==> src/rtl/pointer_unit_regs.svh <==
/*
 * Constants of the data pointer and table look-up unit: reset values,
 * field positions and step sizes.
 * Assumes it is included by bare name after the types package.
 */
`ifndef POINTER_UNIT_REGS_SVH
`define POINTER_UNIT_REGS_SVH

// ==========================================================================
// Reset values
`define PTR_RESET       16'h0000
`define PC_RESET        16'h0000
`define SP_RESET        8'h07
`define BYTE_RESET      8'h00
`define PAGE_RESET      3'h0

// ==========================================================================
// Field positions
// Lowest program counter bit kept by the short absolute jump (2K page)
`define PAGE_LSB        11
`define PAGE_MSB        15

// ==========================================================================
// Stack steps
`define SP_STEP         8'h01
`define SP_POP_STEP     8'h02

`endif

==> src/rtl/pointer_unit_pkg.sv <==
/*
 * Types of the data pointer and table look-up unit: command codes,
 * sequencer states and memory space selection.
 * Assumes nothing beyond a SystemVerilog compiler.
 */
package pointer_unit_pkg;

	// ======================================================================
	// Commands issued by the instruction decoder
	typedef enum logic [3:0] {
		OP_NOP          = 4'h0,
		OP_LOAD_IMM     = 4'h1,
		OP_INC          = 4'h2,
		OP_CONST_PTR    = 4'h3,
		OP_CONST_PC     = 4'h4,
		OP_JMP_IDX      = 4'h5,
		OP_SHORT_JMP    = 4'h6,
		OP_WR_HIGH      = 4'h7,
		OP_WR_LOW       = 4'h8,
		OP_RETURN       = 4'h9,
		OP_EXT_IDX      = 4'ha,
		OP_EXT_PTR      = 4'hb,
		OP_PUSH         = 4'hc
	} op_t;

	// ======================================================================
	// Sequencer states
	typedef enum logic [2:0] {
		ST_IDLE         = 3'h0,
		ST_IMM_HIGH     = 3'h1,
		ST_IMM_LOW      = 3'h2,
		ST_JUMP_LOW     = 3'h3,
		ST_MEM_WAIT     = 3'h4,
		ST_POP_HIGH     = 3'h5,
		ST_POP_LOW      = 3'h6,
		ST_POP_LAST     = 3'h7
	} state_t;

	// ======================================================================
	// Memory space of a read
	typedef enum logic {
		SPACE_CODE      = 1'b0,
		SPACE_XDATA     = 1'b1
	} space_t;

endpackage : pointer_unit_pkg

==> src/rtl/data_pointer_unit.sv <==
/*
 * Data pointer unit: the 16-bit data pointer, indexed constant reads,
 * indexed and short absolute jumps, return address pops, stack pushes
 * and external data reads.
 * Assumes a decoder on the same clock that issues one command at a time
 * while cmd_ready is high, and memories on the same clock that answer a
 * read with mem_ack; stack RAM answers one cycle after stack_rd.
 */
`timescale 1ns/100ps
`include "pointer_unit_regs.svh"

module data_pointer_unit (
	input  wire logic                       clk,
	input  wire logic                       rst,
	input  wire logic                       cmd_valid,
	input  wire pointer_unit_pkg::op_t      cmd_op,
	input  wire logic [7:0]                 cmd_data,
	output logic                            cmd_ready,
	input  wire logic                       byte_valid,
	input  wire logic [7:0]                 byte_data,
	input  wire logic [7:0]                 acc_in,
	input  wire logic [15:0]                pc_in,
	input  wire logic [7:0]                 index_in,
	input  wire logic [7:0]                 sp_in,
	output logic [7:0]                      pointer_high_byte,
	output logic [7:0]                      pointer_low_byte,
	output logic                            mem_req,
	output pointer_unit_pkg::space_t        mem_space,
	output logic [15:0]                     mem_addr,
	input  wire logic                       mem_ack,
	input  wire logic [7:0]                 mem_rdata,
	output logic [7:0]                      acc_out,
	output logic                            acc_we,
	output logic [15:0]                     pc_out,
	output logic                            pc_we,
	output logic                            stack_rd,
	output logic                            stack_wr,
	output logic [7:0]                      stack_addr,
	output logic [7:0]                      stack_wdata,
	input  wire logic [7:0]                 stack_rdata,
	output logic [7:0]                      sp_out,
	output logic                            sp_we,
	output logic                            flag_we
);

	// ======================================================================
	// State
	pointer_unit_pkg::state_t state;
	pointer_unit_pkg::state_t next_state;
	logic [15:0]                ptr;
	logic [2:0]                 page;
	logic [7:0]                 sp_cur;
	logic [7:0]                 pop_high;

	// ======================================================================
	// Command decode
	wire take        = (state == pointer_unit_pkg::ST_IDLE) && cmd_valid;
	wire take_load   = take && (cmd_op == pointer_unit_pkg::OP_LOAD_IMM);
	wire take_inc    = take && (cmd_op == pointer_unit_pkg::OP_INC);
	wire take_mc_ptr = take && (cmd_op == pointer_unit_pkg::OP_CONST_PTR);
	wire take_mc_pc  = take && (cmd_op == pointer_unit_pkg::OP_CONST_PC);
	wire take_jmp    = take && (cmd_op == pointer_unit_pkg::OP_JMP_IDX);
	wire take_short  = take && (cmd_op == pointer_unit_pkg::OP_SHORT_JMP);
	wire take_wr_hi  = take && (cmd_op == pointer_unit_pkg::OP_WR_HIGH);
	wire take_wr_lo  = take && (cmd_op == pointer_unit_pkg::OP_WR_LOW);
	wire take_pop    = take && (cmd_op == pointer_unit_pkg::OP_RETURN);
	wire take_mx_idx = take && (cmd_op == pointer_unit_pkg::OP_EXT_IDX);
	wire take_mx_ptr = take && (cmd_op == pointer_unit_pkg::OP_EXT_PTR);
	wire take_push   = take && (cmd_op == pointer_unit_pkg::OP_PUSH);
	wire take_mem    = take_mc_ptr | take_mc_pc | take_mx_idx | take_mx_ptr;

	// Byte arrivals and completions in the waiting states
	wire imm_hi   = (state == pointer_unit_pkg::ST_IMM_HIGH) && byte_valid;
	wire imm_lo   = (state == pointer_unit_pkg::ST_IMM_LOW) && byte_valid;
	wire jump_lo  = (state == pointer_unit_pkg::ST_JUMP_LOW) && byte_valid;
	wire mem_done = (state == pointer_unit_pkg::ST_MEM_WAIT) && mem_ack;
	// Stack data stands one cycle after each read strobe, hence three steps
	wire pop_hi   = (state == pointer_unit_pkg::ST_POP_HIGH);
	wire pop_lo   = (state == pointer_unit_pkg::ST_POP_LOW);
	wire pop_last = (state == pointer_unit_pkg::ST_POP_LAST);

	// ======================================================================
	// Address arithmetic
	// Full 16-bit sums: carry runs into the high byte and wraps at the top
	wire [15:0] ptr_sum = ptr + {8'h00, acc_in};
	wire [15:0] pc_sum  = pc_in + {8'h00, acc_in};
	wire [15:0] ptr_inc = ptr + 16'h0001;
	// Page bits of the counter are kept, bits 10:8 come from the command and the low byte from the next byte
	wire [15:0] page_target = {pc_in[`PAGE_MSB:`PAGE_LSB], page, byte_data};

	// Pointer update; loads arrive high byte first
	wire [15:0] next_ptr =
		take_inc   ? ptr_inc :
		imm_hi     ? {byte_data, ptr[7:0]} :
		imm_lo     ? {ptr[15:8], byte_data} :
		take_wr_hi ? {cmd_data, ptr[7:0]} :
		take_wr_lo ? {ptr[15:8], cmd_data} :
		ptr;

	// Memory read address; the index register reaches only 256 bytes
	wire [15:0] next_mem_addr =
		take_mc_ptr ? ptr_sum :
		take_mc_pc  ? pc_sum :
		take_mx_idx ? {8'h00, index_in} :
		ptr;
	wire next_space_x = take_mx_idx | take_mx_ptr;

	// Program counter writes from the three jump sources
	wire [15:0] next_pc =
		take_jmp ? ptr_sum :
		jump_lo  ? page_target :
		{pop_high, stack_rdata};
	wire next_pc_we = take_jmp | jump_lo | pop_last;

	// Stack port: pop reads at the pointer, push writes one above it
	wire [7:0] next_stack_addr =
		take_push ? sp_in + `SP_STEP :
		pop_hi    ? sp_cur - `SP_STEP :
		sp_in;
	wire [7:0] next_sp =
		take_push ? sp_in + `SP_STEP :
		sp_cur - `SP_POP_STEP;

	// ======================================================================
	// Sequencer
	always_comb begin
		next_state = state;
		case (state)
			pointer_unit_pkg::ST_IDLE: begin
				if (take_load)
					next_state = pointer_unit_pkg::ST_IMM_HIGH;
				else if (take_short)
					next_state = pointer_unit_pkg::ST_JUMP_LOW;
				else if (take_mem)
					next_state = pointer_unit_pkg::ST_MEM_WAIT;
				else if (take_pop)
					next_state = pointer_unit_pkg::ST_POP_HIGH;
			end
			pointer_unit_pkg::ST_IMM_HIGH: begin
				if (byte_valid)
					next_state = pointer_unit_pkg::ST_IMM_LOW;
			end
			pointer_unit_pkg::ST_IMM_LOW,
			pointer_unit_pkg::ST_JUMP_LOW: begin
				if (byte_valid)
					next_state = pointer_unit_pkg::ST_IDLE;
			end
			pointer_unit_pkg::ST_MEM_WAIT: begin
				if (mem_ack)
					next_state = pointer_unit_pkg::ST_IDLE;
			end
			pointer_unit_pkg::ST_POP_HIGH: begin
				next_state = pointer_unit_pkg::ST_POP_LOW;
			end
			pointer_unit_pkg::ST_POP_LOW: begin
				next_state = pointer_unit_pkg::ST_POP_LAST;
			end
			default: begin
				next_state = pointer_unit_pkg::ST_IDLE;
			end
		endcase
	end

	// State, pointer and captured operands
	always_ff @(posedge clk) begin
		if (rst) begin
			state    <= pointer_unit_pkg::ST_IDLE;
			ptr      <= `PTR_RESET;
			page     <= `PAGE_RESET;
			sp_cur   <= `SP_RESET;
			pop_high <= `BYTE_RESET;
		end else begin
			state    <= next_state;
			ptr      <= next_ptr;
			page     <= take_short ? cmd_data[2:0] : page;
			sp_cur   <= take ? sp_in : sp_cur;
			pop_high <= pop_lo ? stack_rdata : pop_high;
		end
	end

	// Visible pointer bytes and readiness, straight from flops
	always_ff @(posedge clk) begin
		if (rst) begin
			pointer_high_byte <= `BYTE_RESET;
			pointer_low_byte  <= `BYTE_RESET;
			cmd_ready         <= 1'b0;
		end else begin
			pointer_high_byte <= next_ptr[15:8];
			pointer_low_byte  <= next_ptr[7:0];
			cmd_ready         <= (next_state == pointer_unit_pkg::ST_IDLE);
		end
	end

	// Memory read port; address is held until the answer comes
	always_ff @(posedge clk) begin
		if (rst) begin
			mem_req   <= 1'b0;
			mem_space <= pointer_unit_pkg::SPACE_CODE;
			mem_addr  <= `PTR_RESET;
			acc_out   <= `BYTE_RESET;
			acc_we    <= 1'b0;
		end else begin
			mem_req   <= take_mem;
			mem_space <= take_mem ? pointer_unit_pkg::space_t'(next_space_x)
			                      : mem_space;
			mem_addr  <= take_mem ? next_mem_addr : mem_addr;
			acc_out   <= mem_done ? mem_rdata : acc_out;
			acc_we    <= mem_done;
		end
	end

	// Counter and stack ports; flags are never written by this unit
	always_ff @(posedge clk) begin
		if (rst) begin
			pc_out      <= `PC_RESET;
			pc_we       <= 1'b0;
			stack_rd    <= 1'b0;
			stack_wr    <= 1'b0;
			stack_addr  <= `SP_RESET;
			stack_wdata <= `BYTE_RESET;
			sp_out      <= `SP_RESET;
			sp_we       <= 1'b0;
			flag_we     <= 1'b0;
		end else begin
			pc_out      <= next_pc_we ? next_pc : pc_out;
			pc_we       <= next_pc_we;
			stack_rd    <= take_pop | pop_hi;
			stack_wr    <= take_push;
			stack_addr  <= next_stack_addr;
			stack_wdata <= take_push ? cmd_data : stack_wdata;
			sp_out      <= (take_push | pop_last) ? next_sp : sp_out;
			sp_we       <= take_push | pop_last;
			flag_we     <= 1'b0;
		end
	end
endmodule : data_pointer_unit

==> config.mk <==
export PLATFORM = sky130hd
export DESIGN_NAME = data_pointer_unit
export DESIGN_NICKNAME = d
export VERILOG_FILES = /design/src/rtl/pointer_unit_pkg.sv /design/src/rtl/data_pointer_unit.sv
export VERILOG_INCLUDE_DIRS = /design/src /design/src/rtl
export SDC_FILE = /design/constraint.sdc
export NUM_CORES = 1
export LEC_CHECK = 0
export BUFFER_PORTS_ARGS = -buffer_cell sky130_fd_sc_hd__buf_2
export CAP_MARGIN = 0
export CORE_AREA = 4 4 132 134
export CTS_BUF_LIST = sky130_fd_sc_hd__clkbuf_8
export CTS_CLUSTER_DIAMETER = 50
export DETAILED_ROUTE_END_ITERATION = 8
export DIE_AREA = 0 0 136 138
export PLACE_DENSITY = 0.62
export SYNTH_ARGS = -nofsm -noshare
export SYNTH_HDL_FRONTEND = slang
export SYNTH_SLANG_ARGS = --single-unit
export TNS_END_PERCENT = 10
==> constraint.sdc <==
create_clock -name clk -period 3.1 [get_ports clk]
set_clock_uncertainty 0.2 [all_clocks]
set_input_delay 0.62 -clock clk [delete_from_list [all_inputs] [get_ports clk]]
set_output_delay 0.62 -clock clk [all_outputs]
set_load 0.02 [all_outputs]
==> impl_metrics.toml, run 1 <==
[logic_synthesis]
ys_ff_latch = 110
async_reset_ff_frac = 0
synth_top_area_cell = "dfxtp_1"
synth_enable_flop_cells = 0
yosys-top-cells-area = "dfxtp_1 (33%), nand2_1 (8.0%), a21oi_1 (6.4%)"
syn-mean-instance-area_sq_um = 7.59
synth_ff_type = "dfxtp_1"
syn_nets = 975
synth.distinct_cells = 65
ys_seq_area_frac = 0.333
synth_top_cell_area_share = 0.333
netlist_instances = 871
ys_warn_count = 0
synth_most_common_cell = "nand2_1"
synthesis.area_sq_mm = 0.00661
synth_common_cells = "nand2_1 (141), dfxtp_1 (110), nor2_1 (97), a21oi_1 (85), clkbuf_1 (50)"

[global_route]
grt_pass1_wl_um = 35900
grt_antenna_before_repair = 2
grt_pass1_vias = 6672
grt_usage = 0.241
grt_start_max_net_pins = 48
grt_remaining_overflow = 0

[setup_path]
crit_chain = "inv_1 -> fa_1 -> nor2b_1 -> o31a_1 -> o21ai_0 -> o21a_1 -> a2111oi_0 -> nor3_1"
reg2regPathDepth = 8
end_kind = "flop"
critPathMaxStageDelay_ps = 530
required_ps = 3180
critical-path-slowest-cell = "dfxtp_1"
r2r-end = "mem_addr[8]$_SDFFE_PP0N_"
rrSetupSlack_ps = 400
critical_path.max_fanout = 8
cp.arrival_ps = 2780
rr_startpoint = "ptr[1]$_SDFFE_PP0P_"
crit_type = "reg2reg"
critPathLaunchType = "flop"

[cells_and_area]
stdcell_count = 1270
final_nets = 1148
syn_to_final_growth_pct = 22.1
finalInstanceArea_sq_mm = 0.00807
drive_above_1_share = 0.232
nFillCells = 1711
final_core_util = 0.495

[floorplan]
pin_count = 170
die_x_um = 136
die_y_um = 138
core_area_sq_mm = 0.0163
fp-row-count = 47
initial_core_util = 0.406
die-area_sq_mm = 0.0188

[power]
p_total_mw = 2.94
p_leak_nw = 3.50
powerDensity_mw_per_mm2 = 364
vdd.ir_drop.worst_v = 0.000184

[clocking]
cts_setup_buffers = 0
cts_sinks = 110
cts_tree = "done"
cts-hold-fix-buffers = 0
cts-root-buf = "clkbuf_8"
clkTransAtPathRegs_ps = 110
insertion_delay_ps = 390
numCtsBuffers = 9
clock_path_buffers = 2
htreeDepth = 3
ctsResizeCount = 0

[sta]
report.final.slew_viol_count = 0
layout_min_cycle_time_ps = 2700
rsz0062_at_grt = "false"
fmax_ghz = 0.370
tns_ps = 0
hold_viol = 0
max_slew_margin = 0.228
setup_viol = 0
final.period_utilization = 0.872
setup_ws_ps = 398
holdWs_ps = 256
tightestPinTransition_ps = 1150

[hold_path]
hold_class = "reg2reg"
hold_start = "stack_wdata[6]$_SDFFE_PP0P_"
hold_depth = 2
min_to = "stack_wdata[6]$_SDFFE_PP0P_"

[drt]
dr.pass1.iters = 6
drc = 0
avgViaCountPerCell = 5.50
wl_um = 23100
vias = 6989
drt_iter0_markers = 624
wl_per_cell_um = 18.2
drtAntennaViolNets = 0

[place]
hpwlAfterDp_um = 18200
dp_slack_ps = 34.2
placedCellCount = 1253
place_area_sq_mm = 0.00789
place.gp.congestion = 0.937
portBuffers = 168

[status]
status = "complete, no violations"

[run]
cap_violations = 0
cells by family after synthesis:
family / after synthesis / synth area share
xor gates and xnor gates: 41 / 0.0543
muxes: 19 / 0.0288
adders and majority gates: 23 / 0.0458
AOI/OAI and AO/OA: 251 / 0.246
buffers and inverters: 71 / 0.0439
and+or+nand+nor: 355 / 0.247
other: 1 / 0.000567
DFF: 110 / 0.333
cells in the final DEF (no fill, tap or decap), types with 4 or more instances in the layout:
master | synthesis | routed
buf_2 | 4 | 167
nand2_1 | 141 | 141
dfxtp_1 | 110 | 110
nor2_1 | 97 | 97
a21oi_1 | 85 | 85
buf_4 | 1 | 52
o21ai_0 | 39 | 39
nand3_1 | 27 | 27
xnor2_1 | 25 | 25
a211oi_1 | 24 | 24
nor3_1 | 21 | 21
ha_1 | 21 | 21
mux2i_1 | 19 | 19
inv_1 | 14 | 16
xor2_1 | 16 | 16
a221oi_1 | 11 | 11
o211ai_1 | 11 | 11
nor2b_1 | 10 | 10
and3_1 | 10 | 10
o22ai_1 | 9 | 9
clkbuf_8 | 0 | 9
a2111oi_0 | 8 | 8
a22oi_1 | 7 | 7
a21o_1 | 7 | 7
o21bai_1 | 6 | 6
o21a_1 | 6 | 6
nand2b_1 | 6 | 6
a222oi_1 | 5 | 5
a211o_1 | 5 | 5
nor4_1 | 5 | 5
a31oi_1 | 5 | 5
nand3b_1 | 5 | 5
nand4_1 | 5 | 5
nor3b_1 | 4 | 4
o31a_1 | 4 | 4
or3_1 | 4 | 4
layout make-up:
| class | instances | area [sq um] | share of cell area |
|---|---|---|---|
| Inverter | 14 | 52.6 | 0.00651 |
| Antenna cell | 1 | 2.50 | 0.000310 |
| Timing Repair Buffer | 219 | 1230 | 0.152 |
| Clock inverter | 7 | 52.6 | 0.00651 |
| Tap cell | 220 | 275 | 0.0341 |
| Sequential cell | 110 | 2200 | 0.273 |
| Multi-Input combinational cell | 690 | 4130 | 0.512 |
| Clock buffer | 9 | 124 | 0.0154 |
per-layer routing:
layer | routed length [um] | GRT usage | vias to the layer above
met5 | 13 | 0 | -
met1 | 9850 | 0.315 | 3167
met3 | 1810 | 0.0440 | 51
li1 | - | - | 3473
met4 | 915 | 0.108 | 2
met2 | 10500 | 0.387 | 296
sequential cells by signal, summed over array words and instances (netlist names), 3 cells and up:
signal       cells
mem_addr        16
pc_out          16
ptr             16
acc_out          8
pop_high         8
sp_cur           8
sp_out           8
stack_addr       8
stack_wdata      8
page             3
state            3
worst max path at each step:
stage	start	endpoint	slack, ps	depth (start not counted)
floorplan	acc_in[0]	mem_addr[12]$_SDFFE_PP0N_	330	9
global placement	acc_in[0]	mem_addr[12]$_SDFFE_PP0N_	110	10
detailed placement	acc_in[0]	mem_addr[12]$_SDFFE_PP0N_	30	10
CTS	ptr[1]$_SDFFE_PP0P_	mem_addr[8]$_SDFFE_PP0N_	380	8
global route	ptr[1]$_SDFFE_PP0P_	mem_addr[8]$_SDFFE_PP0N_	130	8
finish	ptr[1]$_SDFFE_PP0P_	mem_addr[8]$_SDFFE_PP0N_	400	8
worst max-delay path: cells and delay by family, from the launching register on:
| kind | cells | cell delay [ps] |
|---|---|---|
| buf+inv | 1 | 110 |
| compound gates | 4 | 1060 |
| simple gates | 2 | 260 |
| fa+ha+maj | 1 | 440 |
| flops | 1 | 530 |
power by group:
| group | internal, mW | total [mW] | leakage [nW] | switching (mW) |
|---|---|---|---|---|
| Sequential | 1.46 | 1.49 | 0.893 | 0.0348 |
| Combinational | 0.238 | 0.613 | 2.51 | 0.375 |
| Clock | 0.297 | 0.831 | 0.0939 | 0.533 |
| Total | 1.99 | 2.94 | 3.50 | 0.943 |
No activity file was read; power rests on OpenSTA's default activity.
==> run 2: changes to the inputs <==
--- a/config.mk
+++ b/config.mk
@@ -13,7 +13,9 @@
 export CTS_CLUSTER_DIAMETER = 50
 export DETAILED_ROUTE_END_ITERATION = 8
 export DIE_AREA = 0 0 136 138
+export MAX_ROUTING_LAYER = met4
 export PLACE_DENSITY = 0.62
+export RECOVER_POWER = 50
 export SYNTH_ARGS = -nofsm -noshare
 export SYNTH_HDL_FRONTEND = slang
 export SYNTH_SLANG_ARGS = --single-unit
==> run 2 against run 1 <==
Compared with the run above: worst setup slack got worse by 63 ps; count of clock-buffer cells in the layout up 2; highest routed layer is now met4; first-iteration DRC count is 4.0% lower; flip-flop and latch count did not move; combinational power down 1%; sequential share of layout area grew 0.23 points; via count increased by 1.8%; maximum frequency down 2.3%; largest cell class unchanged.
==> impl_metrics.toml, run 2 (synthesis gave the netlist of run 1 again) <==
[floorplan]
pin_count = 170
die_x_um = 136
core_area_sq_mm = 0.0163
die-area_sq_mm = 0.0188
initial_core_util = 0.406
fp-row-count = 47
die_y_um = 138

[power]
powerDensity_mw_per_mm2 = 372
p_clk_frac = 0.294
vdd.ir_drop.worst_v = 0.000195
switching_share = 0.316
p_leak_nw = 3.21
combPwrFrac = 0.204
p_switching_uw = 940
power.share.sequential = 0.502
p_int_mw = 2.04

[sta]
hold_viol = 0
setup_viol = 0
holdWs_ps = 253
report.final.slew_viol_count = 0
rsz0062_at_grt = "false"
tightestPinTransition_ps = 1080
final.period_utilization = 0.892
fmax_ghz = 0.362
max_slew_margin = 0.272
layout_min_cycle_time_ps = 2770
tns_ps = 0

[setup_path]
crit_chain = "inv_1 -> fa_1 -> nor2b_1 -> o31a_1 -> o21ai_0 -> o21a_1 -> a2111oi_0 -> nor3_1"
rr_startpoint = "ptr[1]$_SDFFE_PP0P_"
required_ps = 3180
critical_path.max_fanout = 8
setup.worst_path.start = "ptr[1]$_SDFFE_PP0P_"
crit_type = "reg2reg"
cp.arrival_ps = 2840
end_kind = "flop"
critical-path-slowest-cell = "dfxtp_1"
critPathLaunchType = "flop"
critPathMaxStageDelay_ps = 530

[drt]
vias = 7117
avgViaCountPerCell = 5.61
wl_met2_um = 10600
drtAntennaViolNets = 0
top_layer = "met4"
drt_iter0_markers = 599
wl_um = 23100
wirelength_met1_um = 9610
wl_per_cell_um = 18.2
dr_wl_met3_um = 1930
drc = 0
dr.pass1.iters = 5

[clocking]
numCtsBuffers = 9
clkTransAtPathRegs_ps = 110
insertion_delay_ps = 400
htreeDepth = 3
cts_setup_buffers = 0
cts_sinks = 110
clock_path_buffers = 2
cts-hold-fix-buffers = 0
cts_tree = "done"
ctsResizeCount = 0
cts-root-buf = "clkbuf_8"

[status]
status = "complete, no violations"

[global_route]
grt_antenna_before_repair = 0
grt_pass1_wl_um = 36100
grt_start_max_net_pins = 47
grt_usage = 0.250
grt_remaining_overflow = 0
grt_pass1_vias = 6623

[cells_and_area]
regArea_sq_mm = 0.00220
antenna_cells = 0
multi_input_area_sq_mm = 0.00413
mostFrequentLayoutCells = "nand2_1 (141), dfxtp_1 (110), nor2_1 (97)"
drive_above_1_share = 0.163
final_common_cell = "nand2_1"
final_nets = 1148
syn_to_final_growth_pct = 21.0
reg_top3 = "mem_addr x16, pc_out x16, ptr x16"
nFillCells = 1723

[hold_path]
hold_class = "in2reg"
hold_start = "mem_rdata[5]"

[place]
place.gp.congestion = 0.949
hpwlAfterDp_um = 18100
portBuffers = 168

[run]
cap_violations = 0
[run 2: cell count changes in the layout (fill, tap and decap cells not counted), sizes merged]
cell,delta
inv,-1
clkbuf,+76
clkinv,-1
buf,-74
diode,-1
[run 2: cell type report]
cell class                      count  share of cell area
Multi-Input combinational cell    690               0.517
Sequential cell                   110               0.275
Timing Repair Buffer              219               0.143
Tap cell                          220              0.0344
Clock buffer                       11              0.0189
Inverter                           14             0.00657
Clock inverter                      5             0.00516
[run 2: critical path, delay by kind of cell (launching register included)]
family,cells,cell delay (ps)
simple gates,2,250
compound gates,4,1110
flops,1,530
fa+ha+maj,1,450
buf+inv,1,110
[run 2: path summary, 6_finish.rpt]
path,end,slack (ps),depth (start not counted)
worst min register to register,stack_wdata[6]$_SDFFE_PP0P_,260,2
worst max-delay path,mem_addr[8]$_SDFFE_PP0N_,330,8
worst min-delay path,acc_out[5]$_SDFFE_PP0P_,250,3
worst max register to register,mem_addr[8]$_SDFFE_PP0N_,330,8
[run 2: per-stage QoR]
step                cell area (sq um)  worst slack, ps  total power [mW]  instances   util
finish                           8000              335              2.98       1269  0.491
global route                     8000              114              3.12       1269  0.491
CTS                              8090              371              3.00       1269  0.497
detailed placement               7900             9.17              2.13       1253  0.485
global placement                 7900              105              2.13       1253  0.485
floorplan                        6610              327              1.89        871      -
[run 2: power groups by stage]
stage / Combinational, mW / Sequential [mW] / Clock [mW]
after detailed placement: 0.608 / 1.53 / 0
final: 0.606 / 1.49 / 0.876
after CTS: 0.612 / 1.49 / 0.898
after floorplan: 0.325 / 1.56 / 0
after global placement: 0.607 / 1.53 / 0
after global routing: 0.666 / 1.50 / 0.950
[run 2: per-layer routing]
metal | global-route usage | vias up
met2 | 0.387 | 301
met4 | 0.113 | 0
met3 | 0.0400 | 46
li1 | - | 3483
met1 | 0.320 | 3287
met5 | - | -
==> run 3: changes to the inputs <==
--- a/config.mk
+++ b/config.mk
@@ -6,15 +6,16 @@
 export SDC_FILE = /design/constraint.sdc
 export NUM_CORES = 1
 export LEC_CHECK = 0
+export ABC_AREA = 1
 export BUFFER_PORTS_ARGS = -buffer_cell sky130_fd_sc_hd__buf_2
 export CAP_MARGIN = 0
-export CORE_AREA = 4 4 132 134
+export CORE_AREA = 4 4 137 139
 export CTS_BUF_LIST = sky130_fd_sc_hd__clkbuf_8
 export CTS_CLUSTER_DIAMETER = 50
 export DETAILED_ROUTE_END_ITERATION = 8
-export DIE_AREA = 0 0 136 138
+export DIE_AREA = 0 0 141 143
 export MAX_ROUTING_LAYER = met4
-export PLACE_DENSITY = 0.62
+export PLACE_DENSITY = 0.61
 export RECOVER_POWER = 50
 export SYNTH_ARGS = -nofsm -noshare
 export SYNTH_HDL_FRONTEND = slang
==> run 3 against run 2 <==
Compared with the run above: highest routed layer unchanged; hold slack improved by 6.9 ps; critical path depth up 2; largest power group unchanged; largest cell class unchanged; utilization shrank 2.2 points; sequential share of layout area down 0.94 points.
==> impl_metrics.toml, run 3 <==
[drt]
drc = 0
dr.pass1.iters = 5
drt_iter0_markers = 484
vias = 7838
drtAntennaViolNets = 0
wl_per_cell_um = 16.9
wl_um = 25200
avgViaCountPerCell = 5.24

[logic_synthesis]
synth_fa_ha_area_frac = 0.0427
synth.mux.area_fraction = 0.00283
synthesis.area_sq_mm = 0.00709
async_reset_ff_frac = 0
synth_enable_flop_cells = 0
synth.distinct_cells = 44
synth_ff_type = "dfxtp_1"
synth_xor_xnor_area_share = 0.0247
ys_seq_area_frac = 0.311
yosys-top-cells-area = "dfxtp_1 (31%), nand2_1 (15%), nand3_1 (8.5%)"
synth_most_common_cell = "nand2_1"
synth_top_family_by_area = "simple AND/OR/NAND/NOR gates"
netlist_instances = 1103
syn-mean-instance-area_sq_um = 6.42
synth_top_area_cell = "dfxtp_1"
syn_nets = 1207
synth_simple_gate_area_frac = 0.337
synth_common_cells = "nand2_1 (285), nand3_1 (121), inv_1 (115), dfxtp_1 (110), a21oi_1 (95)"
ys_warn_count = 0
ys_ff_latch = 110
synth_compound_area_frac = 0.181
synth_top_cell_area_share = 0.311

[power]
p_switching_mw = 1.12
powerDensity_mw_per_mm2 = 397
p_leak_nw = 3.88
p_int_mw = 2.18
p_clk_frac = 0.312
vdd.ir_drop.worst_v = 0.000271
power.share.sequential = 0.468
combPwrFrac = 0.220
switching_share = 0.339

[clocking]
numCtsBuffers = 9
cts-root-buf = "clkbuf_8"
clkTransAtPathRegs_ps = 120
clock_path_buffers = 2
insertion_delay_ps = 410
ctsResizeCount = 0
cts-hold-fix-buffers = 0
cts_sinks = 110
cts_setup_buffers = 0
cts_tree = "done"
htreeDepth = 3

[setup_path]
cp.arrival_ps = 2750
critPathLaunchType = "flop"
end_kind = "flop"
critical_path.max_fanout = 23
required_ps = 3250
crit_type = "reg2reg"
rrSetupSlack_ps = 500

[sta]
tns_ps = 0
max_slew_margin = 0.532
hold_viol = 0
layout_min_cycle_time_ps = 2600
fmax_ghz = 0.384
rsz0062_at_grt = "false"
tightestPinTransition_ps = 697
report.final.slew_viol_count = 0
final.period_utilization = 0.839
setup_ws_ps = 499
setup_viol = 0

[cells_and_area]
reg_top3 = "mem_addr x16, pc_out x16, ptr x16"
final_core_util = 0.469
multi_input_area_sq_mm = 0.00417
final_nets = 1365
antenna_cells = 0
final_common_cell = "nand2_1"
mostFrequentLayoutCells = "nand2_1 (286), nand3_1 (121), inv_1 (116)"
drive_above_1_share = 0.141
nFillCells = 1993
syn_to_final_growth_pct = 16.9
regArea_sq_mm = 0.00220

[floorplan]
die_y_um = 143
initial_core_util = 0.401
fp-row-count = 49
die_x_um = 141
die-area_sq_mm = 0.0202
pin_count = 170
core_area_sq_mm = 0.0177

[global_route]
grt_remaining_overflow = 0
grt_antenna_before_repair = 0
grt_usage = 0.252
grt_pass1_wl_um = 39100
grt_start_max_net_pins = 47
grt_pass1_vias = 7346

[place]
place.gp.congestion = 0.929
hpwlAfterDp_um = 20100
portBuffers = 168
dp_slack_ps = 444

[run]
cap_violations = 0

[status]
status = "complete, no violations"

[hold_path]
hold_class = "reg2reg"
==> run 3: changes by cell type after synthesis, sizes merged, moves of 23 or more <==
cell / delta
clkbuf: -34
a211oi: -24
o21ai: +47
nand2: +151
xnor2: -23
nand3: +102
inv: +126
==> run 3: kinds of logic (layout without fill, tap and decap cells) <==
kind of cell | count (synthesis) | count (layout)
DFF | 110 | 110
buffers and inverters | 179 | 342
and+or+nand+nor | 533 | 533
other | 1 | 1
xor gates and xnor gates | 20 | 20
muxes | 2 | 2
adders and majority gates | 23 | 23
AOI/OAI and AO/OA | 235 | 235
==> run 3: metal layers <==
layer  GRT usage  up-vias  part of all wire
met4      0.0821        0             0.031
met3      0.0486       41             0.064
met1       0.315     3569              0.43
li1            -     3947                 -
met5           -        -                 0
met2       0.410      281              0.47
==> run 3: stage by stage <==
step | hold slack (ps) | std cells | cell area, sq um | total power, mW
3_5_place_dp | 240 | 1479 | 8150 | 2.30
4_1_cts | 255 | 1495 | 8380 | 3.32
2_1_floorplan | 241 | 1103 | 7090 | 2.03
5_1_grt | 258 | 1495 | 8280 | 3.46
6_report | 260 | 1495 | 8280 | 3.29
3_3_place_gp | 235 | 1479 | 8150 | 2.30
==> run 3: path summary, 6_finish.rpt <==
kind                                               start                         to  depth (start not counted)
worst max-delay path                 state[2]$_SDFF_PP0_  mem_addr[12]$_SDFFE_PP0N_                         10
worst min-delay path            mem_addr[7]$_SDFFE_PP0N_   mem_addr[7]$_SDFFE_PP0N_                          2
worst max register to register       state[2]$_SDFF_PP0_  mem_addr[12]$_SDFFE_PP0N_                         10
worst min register to register  mem_addr[7]$_SDFFE_PP0N_   mem_addr[7]$_SDFFE_PP0N_                          2
==> run 3: layout make-up <==
class	instances	share of cell area
sequential	110	0.266
tap	229	0.0346
clock buffer	9	0.0150
inverter	147	0.0666
clock inverter	7	0.0131
timing repair buffer	179	0.101
multi-input combinational	814	0.504
==> run 3: power groups by stage <==
stage | sequential, mW | combinational (mW) | clock (mW)
3_3_place_gp | 1.57 | 0.730 | 0
6_report | 1.54 | 0.725 | 1.03
2_1_floorplan | 1.60 | 0.428 | 0
4_1_cts | 1.54 | 0.734 | 1.05
3_5_place_dp | 1.57 | 0.731 | 0
5_1_grt | 1.55 | 0.806 | 1.11
==> run 3: worst max-delay path, stage by stage (launching register included) <==
cell,delay [ps]
dfxtp_1,680
inv_2,100
nand2_2,160
nor2_8,100
nand2_4,110
inv_2,40
nand2_2,210
nand3_4,260
nor2_2,450
nand2_1,120
nand2_1,90
